<file path="src/core/sws_regs.svh">
// timing, size and reset constants of the standby/wake/boot sequencer
`ifndef SWS_REGS_SVH
`define SWS_REGS_SVH
`define SWS_CLK_NS 25
`define SWS_BOOT_FIXED_US 2000
`define SWS_BOOT_PER_KB_US 3600
`define SWS_BOOT_FIXED_CYC ((`SWS_BOOT_FIXED_US * 1000) / `SWS_CLK_NS)
`define SWS_KB_CYC ((`SWS_BOOT_PER_KB_US * 1000) / `SWS_CLK_NS)
`define SWS_KB_BYTES 1024
`define SWS_BYTE_CYC (`SWS_KB_CYC / `SWS_KB_BYTES)
`define SWS_RAM_KB 4
`define SWS_OSC_START_NS 1000
`define SWS_OSC_START_CYC ((`SWS_OSC_START_NS + `SWS_CLK_NS - 1) / `SWS_CLK_NS)
`define SWS_SLEEP_UNIT_US 1000
`define SWS_SLEEP_UNIT_CYC ((`SWS_SLEEP_UNIT_US * 1000) / `SWS_CLK_NS)
`define SWS_XO_START_MS 50
`define SWS_XO_START_CYC ((`SWS_XO_START_MS * 1000000) / `SWS_CLK_NS)
`define SWS_FC_WIN_CYC 1024
`define SWS_RET_BYTES 8
`define SWS_GPIO_W 8
`define SWS_PERIPH_W 8
`define SWS_DIV_MAX_LOG 7
`define SWS_RET_RST 8'h00
`endif

</file>
<file path="src/core/sws_pkg.sv">
// types shared by the standby/wake/boot sequencer
`default_nettype none
package sws_pkg;
	typedef enum logic [2:0] {
		SWS_STANDBY,
		SWS_OSC_START,
		SWS_BOOT_FIXED,
		SWS_COPY,
		SWS_RUN
	} sws_state_t;
	typedef enum logic [1:0] {
		SWS_X_IDLE,
		SWS_X_START,
		SWS_X_MEAS
	} sws_xo_state_t;
	typedef struct packed {
		logic we;
		logic [11:0] addr;
		logic [7:0] data;
	} sws_ram_wr_t;
endpackage
`default_nettype wire

</file>
<file path="src/core/sws_seq.sv">
// standby, wake, boot copy and clock control sequencer
`include "sws_regs.svh"
`default_nettype none
module sws_seq
	import sws_pkg::*;
#(
	parameter int BOOT_FIXED_CYC = `SWS_BOOT_FIXED_CYC,
	parameter int BYTE_CYC = `SWS_BYTE_CYC,
	parameter int SLEEP_UNIT_CYC = `SWS_SLEEP_UNIT_CYC,
	parameter int XO_START_CYC = `SWS_XO_START_CYC
) (
	// clock and power-on reset
	input wire logic clk_in,
	input wire logic rst_in,
	// wake sources
	input wire logic [`SWS_GPIO_W-1:0] gpio_in,
	input wire logic sleep_en_in,
	input wire logic [22:0] sleep_ticks_in,
	// processor control
	input wire logic sleep_req_in,
	input wire logic [2:0] copy_kb_in,
	input wire logic [2:0] clk_div_sel_in,
	output logic cpu_run_out,
	output logic sys_tick_out,
	output logic timer_tick_out,
	// program store read and ram fill
	output logic otp_rd_out,
	output logic [11:0] otp_addr_out,
	input wire logic [7:0] otp_data_in,
	output sws_ram_wr_t ram_wr_out,
	// retention memory
	input wire logic ret_we_in,
	input wire logic [2:0] ret_addr_in,
	input wire logic [7:0] ret_wdata_in,
	output logic [7:0] ret_rdata_out,
	// oscillators and calibration
	output logic low_power_osc_en_out,
	input wire logic crystal_en_in,
	input wire logic crystal_low_cap_sel_in,
	input wire logic crystal_clk_in,
	input wire logic tx_req_in,
	output logic crystal_osc_en_out,
	output logic crystal_low_cap_sel_out,
	output logic lc_osc_a_cal_out,
	output logic [15:0] freq_ratio_out,
	output logic tx_start_out,
	// power switches
	input wire logic [`SWS_PERIPH_W-1:0] periph_off_in,
	input wire logic all_off_in,
	input wire logic analog_used_in,
	output logic [`SWS_PERIPH_W-1:0] periph_pwr_out,
	output logic bandgap_en_out
);
	sws_state_t state_q;
	sws_xo_state_t xo_q;
	logic [`SWS_GPIO_W-1:0] gpio_s1_q, gpio_s2_q, gpio_s3_q;
	logic [1:0] xclk_sync_q;
	logic xclk_prev_q;
	logic pin_wake, timer_wake, wake, copy_last;
	logic [22:0] sleep_cnt_q;
	logic [15:0] unit_cnt_q;
	logic [25:0] wait_q;
	logic [12:0] byte_q;
	logic [12:0] copy_len;
	logic rd_pend_q;
	logic [6:0] div_q;
	logic [15:0] fc_cnt_q;
	logic [10:0] fc_win_q;
	logic [7:0] ret_mem [`SWS_RET_BYTES];

	// pin and crystal edges are judged on synchronised samples only
	always_ff @(posedge clk_in or posedge rst_in) begin
		if (rst_in) begin
			gpio_s1_q <= '1;
			gpio_s2_q <= '1;
			gpio_s3_q <= '1;
			xclk_sync_q <= 2'h0;
			xclk_prev_q <= 1'b0;
		end else begin
			gpio_s1_q <= gpio_in;
			gpio_s2_q <= gpio_s1_q;
			gpio_s3_q <= gpio_s2_q;
			xclk_sync_q <= {xclk_sync_q[0], crystal_clk_in};
			xclk_prev_q <= xclk_sync_q[1];
		end
	end
	assign pin_wake = |(gpio_s3_q & ~gpio_s2_q);

	// sleep timer counts whole units only while in standby
	always_ff @(posedge clk_in or posedge rst_in) begin
		if (rst_in) begin
			unit_cnt_q <= 16'h0000;
			sleep_cnt_q <= 23'h000000;
		end else if (state_q != SWS_STANDBY || !sleep_en_in) begin
			unit_cnt_q <= 16'h0000;
			sleep_cnt_q <= 23'h000000;
		end else if (unit_cnt_q == 16'(SLEEP_UNIT_CYC - 1)) begin
			unit_cnt_q <= 16'h0000;
			sleep_cnt_q <= sleep_cnt_q + 23'h000001;
		end else begin
			unit_cnt_q <= unit_cnt_q + 16'h0001;
		end
	end
	assign timer_wake = sleep_en_in && sleep_ticks_in != 23'h000000 &&
		sleep_cnt_q >= sleep_ticks_in;
	assign wake = pin_wake || timer_wake;

	// copy length clamped to the ram size
	assign copy_len = (copy_kb_in > 3'(`SWS_RAM_KB)) ? 13'(`SWS_RAM_KB * `SWS_KB_BYTES) :
		13'({copy_kb_in, 10'h000});
	assign copy_last = byte_q == copy_len - 13'h0001;

	// main sequence; reset lands in standby with the processor held
	always_ff @(posedge clk_in or posedge rst_in) begin
		if (rst_in) begin
			state_q <= SWS_STANDBY;
			wait_q <= 26'h0000000;
			byte_q <= 13'h0000;
		end else begin
			unique case (state_q)
				SWS_STANDBY: begin
					wait_q <= 26'h0000000;
					byte_q <= 13'h0000;
					if (wake) state_q <= SWS_OSC_START;
				end
				SWS_OSC_START: begin
					wait_q <= wait_q + 26'h0000001;
					if (wait_q == 26'(`SWS_OSC_START_CYC - 1)) begin
						wait_q <= 26'h0000000;
						state_q <= SWS_BOOT_FIXED;
					end
				end
				SWS_BOOT_FIXED: begin
					wait_q <= wait_q + 26'h0000001;
					if (wait_q == 26'(BOOT_FIXED_CYC - 1)) begin
						wait_q <= 26'h0000000;
						state_q <= (copy_len == 13'h0000) ? SWS_RUN : SWS_COPY;
					end
				end
				SWS_COPY: begin
					wait_q <= wait_q + 26'h0000001;
					if (wait_q == 26'(BYTE_CYC - 1)) begin
						wait_q <= 26'h0000000;
						byte_q <= byte_q + 13'h0001;
						if (copy_last) state_q <= SWS_RUN;
					end
				end
				SWS_RUN: begin
					if (sleep_req_in) state_q <= SWS_STANDBY;
				end
			endcase
		end
	end

	// one program-store read per byte slot, written to ram two cycles later
	assign otp_rd_out = state_q == SWS_COPY && wait_q == 26'h0000000;
	assign otp_addr_out = byte_q[11:0];
	always_ff @(posedge clk_in or posedge rst_in) begin
		if (rst_in) begin
			rd_pend_q <= 1'b0;
			ram_wr_out <= '0;
		end else begin
			rd_pend_q <= otp_rd_out;
			ram_wr_out.we <= rd_pend_q;
			if (otp_rd_out) ram_wr_out.addr <= byte_q[11:0];
			if (rd_pend_q) ram_wr_out.data <= otp_data_in;
		end
	end
	// the processor never sees the program store; only the copy engine reads it
	assign cpu_run_out = state_q == SWS_RUN;

	// oscillator runs in every state but standby
	assign low_power_osc_en_out = state_q != SWS_STANDBY;

	// power-of-two divider; ticks stand in for gated clock edges
	always_ff @(posedge clk_in or posedge rst_in) begin
		if (rst_in) begin
			div_q <= 7'h00;
		end else begin
			div_q <= low_power_osc_en_out ? div_q + 7'h01 : 7'h00;
		end
	end
	assign sys_tick_out = low_power_osc_en_out &&
		(div_q & ((7'h01 << clk_div_sel_in) - 7'h01)) == 7'h00;
	assign timer_tick_out = low_power_osc_en_out;
	// retention memory has no reset: its content must outlive standby and wake
	always_ff @(posedge clk_in) begin
		if (ret_we_in && cpu_run_out) ret_mem[ret_addr_in] <= ret_wdata_in;
	end
	always_ff @(posedge clk_in or posedge rst_in) begin
		if (rst_in) begin
			ret_rdata_out <= `SWS_RET_RST;
		end else begin
			ret_rdata_out <= ret_mem[ret_addr_in];
		end
	end

	// crystal sequence: start, count its edges over a window, then stop
	always_ff @(posedge clk_in or posedge rst_in) begin
		if (rst_in) begin
			xo_q <= SWS_X_IDLE;
			fc_win_q <= 11'h000;
			fc_cnt_q <= 16'h0000;
			freq_ratio_out <= 16'h0000;
			tx_start_out <= 1'b0;
		end else begin
			tx_start_out <= 1'b0;
			unique case (xo_q)
				SWS_X_IDLE: begin
					fc_win_q <= 11'h000;
					fc_cnt_q <= 16'h0000;
					if (tx_req_in && cpu_run_out) begin
						xo_q <= crystal_en_in ? SWS_X_START : SWS_X_IDLE;
						tx_start_out <= !crystal_en_in;
					end
				end
				SWS_X_START: begin
					fc_cnt_q <= fc_cnt_q + 16'h0001;
					if (!cpu_run_out) begin
						xo_q <= SWS_X_IDLE;
					end else if (fc_cnt_q == 16'((XO_START_CYC - 1) / `SWS_FC_WIN_CYC)) begin
						fc_cnt_q <= 16'h0000;
						xo_q <= SWS_X_MEAS;
					end
				end
				SWS_X_MEAS: begin
					fc_win_q <= fc_win_q + 11'h001;
					if (xclk_sync_q[1] && !xclk_prev_q) fc_cnt_q <= fc_cnt_q + 16'h0001;
					if (!cpu_run_out) begin
						xo_q <= SWS_X_IDLE;
					end else if (fc_win_q == 11'(`SWS_FC_WIN_CYC - 1)) begin
						freq_ratio_out <= fc_cnt_q;
						tx_start_out <= 1'b1;
						xo_q <= SWS_X_IDLE;
					end
				end
			endcase
		end
	end
	assign crystal_osc_en_out = xo_q != SWS_X_IDLE;
	assign crystal_low_cap_sel_out = crystal_low_cap_sel_in;
	assign lc_osc_a_cal_out = xo_q == SWS_X_MEAS;

	// software power switches, all forced off in standby
	assign periph_pwr_out = cpu_run_out && !all_off_in ? ~periph_off_in : '0;
	assign bandgap_en_out = cpu_run_out && analog_used_in;

	a_standby_after_rst: assert property (@(posedge clk_in)
		$fell(rst_in) |-> state_q == SWS_STANDBY && !cpu_run_out) else $error("not standby");
	a_standby_power_off: assert property (@(posedge clk_in) disable iff (rst_in)
		state_q == SWS_STANDBY |-> !low_power_osc_en_out && periph_pwr_out == '0
		&& !bandgap_en_out) else $error("power in standby");
	a_pin_wake_starts: assert property (@(posedge clk_in) disable iff (rst_in)
		state_q == SWS_STANDBY && pin_wake |=> state_q == SWS_OSC_START)
		else $error("pin wake lost");
	a_timer_wake_starts: assert property (@(posedge clk_in) disable iff (rst_in)
		state_q == SWS_STANDBY && timer_wake |=> state_q == SWS_OSC_START)
		else $error("timer wake lost");
	a_copy_after_fixed: assert property (@(posedge clk_in) disable iff (rst_in)
		$rose(state_q == SWS_COPY) |-> $past(state_q) == SWS_BOOT_FIXED
		&& $past(wait_q) == 26'(BOOT_FIXED_CYC - 1)) else $error("fixed wait short");
	a_read_then_write: assert property (@(posedge clk_in) disable iff (rst_in)
		otp_rd_out |=> ##1 ram_wr_out.we && ram_wr_out.addr == $past(otp_addr_out, 2))
		else $error("copy byte lost");
	a_run_after_copy: assert property (@(posedge clk_in) disable iff (rst_in)
		$rose(cpu_run_out) |-> $past(state_q) inside {SWS_COPY, SWS_BOOT_FIXED})
		else $error("run before copy");
	a_otp_only_copy: assert property (@(posedge clk_in) disable iff (rst_in)
		otp_rd_out |-> state_q == SWS_COPY && !cpu_run_out) else $error("otp read in run");
	a_div_tick: assert property (@(posedge clk_in) disable iff (rst_in)
		sys_tick_out && clk_div_sel_in == 3'h7 ##1 clk_div_sel_in == 3'h7 |-> !sys_tick_out)
		else $error("bad divide");
	a_xo_stops: assert property (@(posedge clk_in) disable iff (rst_in)
		xo_q == SWS_X_MEAS && fc_win_q == 11'(`SWS_FC_WIN_CYC - 1) && cpu_run_out
		|=> !crystal_osc_en_out && tx_start_out) else $error("crystal left on");
	c_pin_wake: cover property (@(posedge clk_in) disable iff (rst_in)
		state_q == SWS_STANDBY && pin_wake);
	c_timer_wake: cover property (@(posedge clk_in) disable iff (rst_in)
		state_q == SWS_STANDBY && timer_wake);
	c_boot_done: cover property (@(posedge clk_in) disable iff (rst_in) $rose(cpu_run_out));
	c_xo_cal: cover property (@(posedge clk_in) disable iff (rst_in)
		tx_start_out && xo_q == SWS_X_IDLE && $past(xo_q) == SWS_X_MEAS);
endmodule
`default_nettype wire

</file>
<file path="config.mk">
export PLATFORM = sky130hd
export DESIGN_NAME = sws_seq
export DESIGN_NICKNAME = d
export VERILOG_FILES = /design/src/core/sws_pkg.sv /design/src/core/sws_seq.sv
export VERILOG_INCLUDE_DIRS = /design/src /design/src/core
export SDC_FILE = /design/constraint.sdc
export NUM_CORES = 1
export LEC_CHECK = 0
export BUFFER_PORTS_ARGS = -buffer_cell sky130_fd_sc_hd__buf_2
export CAP_MARGIN = 30
export CELL_PAD_IN_SITES_DETAIL_PLACEMENT = 0
export CELL_PAD_IN_SITES_GLOBAL_PLACEMENT = 1
export CORE_MARGIN = 10
export CORE_UTILIZATION = 49
export DETAILED_ROUTE_END_ITERATION = 8
export HOLD_SLACK_MARGIN = 0.06
export PLACE_DENSITY = 0.85
export SYNTH_ARGS = -nofsm -noshare
export SYNTH_HDL_FRONTEND = slang
export SYNTH_SLANG_ARGS = --single-unit
</file>
<file path="constraint.sdc">
create_clock -name clk_in -period 10.8 [get_ports clk_in]
set_clock_uncertainty 0.2 [all_clocks]
set_input_delay 1.62 -clock clk_in [delete_from_list [all_inputs] [get_ports clk_in]]
set_output_delay 1.62 -clock clk_in [all_outputs]
set_load 0.03 [all_outputs]
</file>
# After elaboration in Yosys (flattened, before gate mapping)
# Memory sizes are Yosys's and may differ from the RTL's. A register that Yosys moved wholly into a read port is not among the register bits.
# Cells that the tools add are included.
[totals]
mem_bits_rw = 64
mem_bits_ro = 0
latchBits = 0
ff_bits = 183
input_bits = 75
mem_count = 1
output_inout_bits = 75
[classes]
eq_ne = 23
shift = 1
bitwise_logic = 4
div_mod_pow = 0
multipliers = 0
add_sub_neg = 9
n_mux = 39
n_reduce_logical = 32
n_lt_le_gt_ge = 2
[memory_table]
columns = ["name", "depth", "word_bits", "rd", "rd_clocked_by_memory_dff", "write_ports", "line", "rtl"]
rows = [
  ["ret_mem", 8, 8, 1, 1, 1, "sws_seq.sv:69", "logic [7:0] ret_mem [`SWS_RET_BYTES];"],
]
[op_table]
columns = ["op", "count"]
rows = [
  ["$pmux 26 s4", 1],
  ["$mux 16", 5],
  ["$mux 26", 3],
  ["$pmux 16 s3", 1],
  ["$mux 23", 2],
  ["$add 16x1->16 const B", 2],
  ["$add 26x1->26 const B", 1],
  ["$eq 26x17->1 const B", 1],
  ["$eq 26x6->1 const B", 1],
  ["$eq 26x8->1 const B", 1],
  ["$logic_not 26->1", 1],
  ["$mux 13", 2],
  ["$pmux 13 s2", 1],
  ["$add 23x1->23 const B", 1],
  ["$ge 23x23->1", 1],
  ["$reduce_bool 23->1", 1],
  ["$pmux 11 s2", 1],
  ["$mux 3", 7],
  ["$eq 16x11->1 const B", 1],
  ["$eq 16x16->1 const B", 1],
  ["$not 8->8", 2],
  ["$pmux 3 s5", 1],
  ["$ne 2x2->1 const B", 7],
  ["$add 13x1->13 const B", 1],
  ["other kinds (38)", 64],
]

# Depth between registers and ports, before layout
[logic_depth]
word_depth = 7
depth_mapped = 10

# Least setup slack after synthesis
# No wires, ideal clock.
[synth_path]
kind = "input -> output"
start = "input clk_div_sel_in[2]"
end = "output sys_tick_out"
cell_stages = 3
n_path_buf = 0
required_ps = 8980
slack_ps = 6472
arrival_time_ps = 2508
cell_sequence = "a21o_1 > a2111oi_0 > o311a_1"
[synth_via]
elab_chain_cells = 5
[synth_rtl]
columns = ["item", "line", "rtl"]
rows = [
  ["start, declared", "sws_seq.sv:22", "input wire logic [2:0] clk_div_sel_in,"],
  ["$shl 1x3->7", "sws_seq.sv:184", "(div_q & ((7'h01 << clk_div_sel_in) - 7'h01)) == 7'h00;"],
  ["$sub 7x1->7", "sws_seq.sv:184", ""],
  ["$and 7x7->7", "sws_seq.sv:184", ""],
  ["$logic_not 7->1", "sws_seq.sv:184", ""],
  ["$logic_and 1x1->1", "sws_seq.sv:183", "assign sys_tick_out = low_power_osc_en_out &&"],
  ["end, declared", "sws_seq.sv:24", "output logic sys_tick_out,"],
]
# Every way passes these cells.

# Final worst setup path
[layout_path]
start = "register wait_q[11]"
end = "output otp_rd_out"
[layout_via]
elab_chain_cells = 2
[layout_rtl]
columns = ["item", "line", "rtl"]
rows = [
  ["start, declared", "sws_seq.sv:62", "logic [25:0] wait_q;"],
  ["start signal, assigned", "sws_seq.sv:127", "wait_q <= wait_q + 26'h0000001;"],
  ["start signal, assigned", "sws_seq.sv:134", "wait_q <= wait_q + 26'h0000001;"],
  ["start signal, assigned", "sws_seq.sv:141", "wait_q <= wait_q + 26'h0000001;"],
  ["$logic_not 26->1", "sws_seq.sv:156", "assign otp_rd_out = state_q == SWS_COPY && wait_q == 26'h0000000;"],
  ["$logic_and 1x1->1", "sws_seq.sv:156", ""],
  ["end, declared", "sws_seq.sv:27", "output logic otp_rd_out,"],
]
# Every way passes these cells.

==> results_dict.tcl <==
set metrics [dict create \
    r2r_start "state_q[2]" \
    grt_antenna_before_repair 0 \
    timing.final.crit_share_pct 46.24 \
    crit_cells 5 \
    synth_fp_nets 1220 \
    core_area_um2 23680 \
    cp.arrival_ns 3.17 \
    root_buffer "clkbuf_16" \
    peakVddDrop_v 0.0001512 \
    die_h_um 175.8 \
    worst_skew_pair.late_latency_ns 0.55 \
    hold_ws_ns 0.1551 \
    clock.fmax_ghz 0.2002 \
    wl_mm 26.68 \
    clockBufferDepth 3 \
    worstRegToRegCells 8 \
    wl_per_cell_um 16.84 \
    synth.most_common_cell "dfrtp_1" \
    crit_fanout 14 \
    firstDrtPassIters 5 \
    critPathLaunch "wait_q[11]" \
    worst_setup_path_end_kind "primary output" \
    syn_to_final_growth_pct 15.64 \
    synth_top_area_share_pct 35.14 \
    finalMaxSlewViolations 0 \
    r2r_slack_ns 7.58 \
    grt_pass1_vias 8763 \
    antennaDiodeCount 0 \
    rsz0062_at_grt "no" \
    synth_common_cells "dfrtp_1, nor2_1, nand2_1" \
    synth_seq_cells 255 \
    yosys_warnings 0 \
    drt-initial-drc-count 625 \
    cts_tree "built" \
    synth_ff_type "dfrtp_1" \
    rows 56 \
    worst_pin_slew_ns 0.9488 \
    powerDensity_nw_per_um2 181.5 \
    crit_buf_inv 2 \
    fin_crit_ns 4.994 \
    hpwl_mm 18.45 \
    async_reset_ff_share_pct 74.90 \
    start_util_pct 50.22 \
    syn-instance-count 1108 \
    p_leak_nw 6.098 \
    worstSetupPathType "register to primary output" \
    grt_usage_pct 16.92 \
    path_cells "or4_1 > and4bb_1 > nand4_1 > inv_1 > buf_2" \
    postCtsResizedCells 0 \
    drive_above_1_share_pct 20.95 \
    holdCritPathClass "register to register" \
    crit_required_ns 8.98 \
    cts_buffers 27 \
    nNetsFinal 1356 \
    die_area_um2 30900 \
    num_vias 8647 \
    gp_congestion 0.8051 \
    grt_max_degree 132 \
    crit_path_end "otp_rd_out" \
    ys_seq_area_share_pct 56.60 \
    synth_edf_count 64 \
    finish.utilization_pct 58.07 \
    clkTransAtPathRegs_ns 0.07 \
    die_x_um 175.8 \
    postCtsSetupBuffers 0 \
    rr_endpoint "state_q[0]" \
    fin_tns_setup_ns 0 \
    slowest_delay_ns 0.56 \
    grt_pass1_wl_mm 44.20 \
    ys_types 68 \
    cts_sinks 255 \
    syn_area_per_cell_um2 10.73 \
    synth.area.top_cells "dfrtp_1, edfxtp_1, dfstp_2" \
    final_antenna_net_count 0 \
    critical_path.top_delay_family "simple AND/OR/NAND/NOR gates" \
    synth_largest_area_cell "dfrtp_1" \
    slew-limit-headroom_pct 36.51 \
    ctsHoldBuffers 0 \
    hold_viol_final 0 \
    slowest_stage "or4_1" \
    syn_area_um2 11890 \
    io_buffers 147 \
    overflow 0 \
    cap_violations 0 \
    setup_viol 0 \
    htree_levels 1 \
    start_kind "register" \
    drcViolationCount 0 \
    status "completed" \
    io_pins 150 \
    vias_per_cell 5.459 \
]
kinds of logic after synthesis:
logic type / share of synthesized area, %
simple gates: 17.41
flops: 56.60
compound gates: 9.280
buf+inv: 4.208
xor+xnor: 4.198
mux: 4.408
fa+ha+maj: 3.893
worst register-to-register path: stages, from the launching register on:
cell and delay [ns]:
dfrtp_1 0.36, buf_4 0.25, nor3_4 0.52, o221ai_1 0.23, nor4_1 0.64, o2111ai_1 0.21, a21oi_1 0.34, nor3_1 0.08
o221a_2 0.27
metrics by stage:
step	setup WS [ns]	total power, mW	area, um^2	instances
global route	5.623	2.622	13750	1584
CTS	5.781	2.523	13730	1583
global placement	6.268	1.557	12800	1531
floorplan	3.821	1.442	11890	1108
finish	5.806	2.496	13750	1584
detailed placement	6.289	1.573	12820	1533
metal layers:
metal / share of wire [%] / up-vias / wire [um] / track usage [%]
met5: 0 / - / 0 / 0
met4: 1.6 / 0 / 433 / 4.168
met3: 5.9 / 30 / 1567 / 3.603
met2: 47 / 198 / 12620 / 27.54
met1: 45 / 4223 / 12050 / 22.58
li1: - / 4196 / - / -
power breakdown:
part | switching (mW) | internal (mW) | leakage [nW]
Clock | 0.388 | 0.555 | 0.444
Sequential | 0.0505 | 1.05 | 3.10
Combinational | 0.310 | 0.147 | 2.55
Total | 0.748 | 1.75 | 6.10
flip-flops by register name, indices dropped and copies added, names as in the netlist:
register        count
ret_mem            64
wait_q             26
sleep_cnt_q        23
ram_wr_out         21
fc_cnt_q           16
freq_ratio_out     16
unit_cnt_q         16
byte_q             13
fc_win_q           11
gpio_s1_q           8
gpio_s2_q           8
gpio_s3_q           8
ret_rdata_out       8
div_q               7
state_q             3
xclk_sync_q         2
xo_q                2
rd_pend_q           1
tx_start_out        1
xclk_prev_q         1
area by class of cell:
type                    count  area [um^2]
clock inverters             9        120.1
fillers                  2052         9930
inverters                  59        229.0
clock buffers              41        788.3
well taps                 319        399.1
flip-flops and latches    255         6731
multi-input cells         746         4666
repair buffers            155        819.5
how the worst min path moves through the flow:
stage                    from              to  slack [ns]  cells after the start
6_report       xclk_sync_q[0]  xclk_sync_q[1]        0.16                      0
5_1_grt          gpio_s1_q[3]    gpio_s2_q[3]        0.16                      0
4_1_cts          gpio_s1_q[0]    gpio_s2_q[0]        0.16                      0
3_5_place_dp   xclk_sync_q[0]  xclk_sync_q[1]        0.15                      0
3_3_place_gp     gpio_s1_q[4]    gpio_s2_q[4]        0.15                      0
2_1_floorplan  xclk_sync_q[0]  xclk_sync_q[1]        0.13                      0
cells in the final DEF (no fill, tap or decap), drive strengths merged, types with 6 or more instances in the layout:
| cell type | Yosys | routed |
|---|---|---|
| dfrtp | 167 | 167 |
| buf | 18 | 155 |
| nor2 | 120 | 120 |
| nand2 | 118 | 118 |
| o21ai | 75 | 75 |
| edfxtp | 64 | 64 |
| inv | 57 | 60 |
| nand3 | 46 | 46 |
| clkbuf | 30 | 41 |
| ha | 37 | 37 |
| a21oi | 35 | 35 |
| xor2 | 32 | 32 |
| mux2 | 31 | 31 |
| nand4 | 29 | 29 |
| xnor2 | 25 | 25 |
| dfstp | 24 | 24 |
| and3 | 19 | 19 |
| nor3 | 19 | 19 |
| or3 | 16 | 16 |
| o31ai | 14 | 14 |
| mux2i | 13 | 13 |
| nor4 | 13 | 13 |
| nand2b | 11 | 11 |
| nor2b | 10 | 10 |
| a221oi | 8 | 8 |
| o22ai | 7 | 7 |
| a31oi | 6 | 6 |
(Power assumes the default switching activity.)
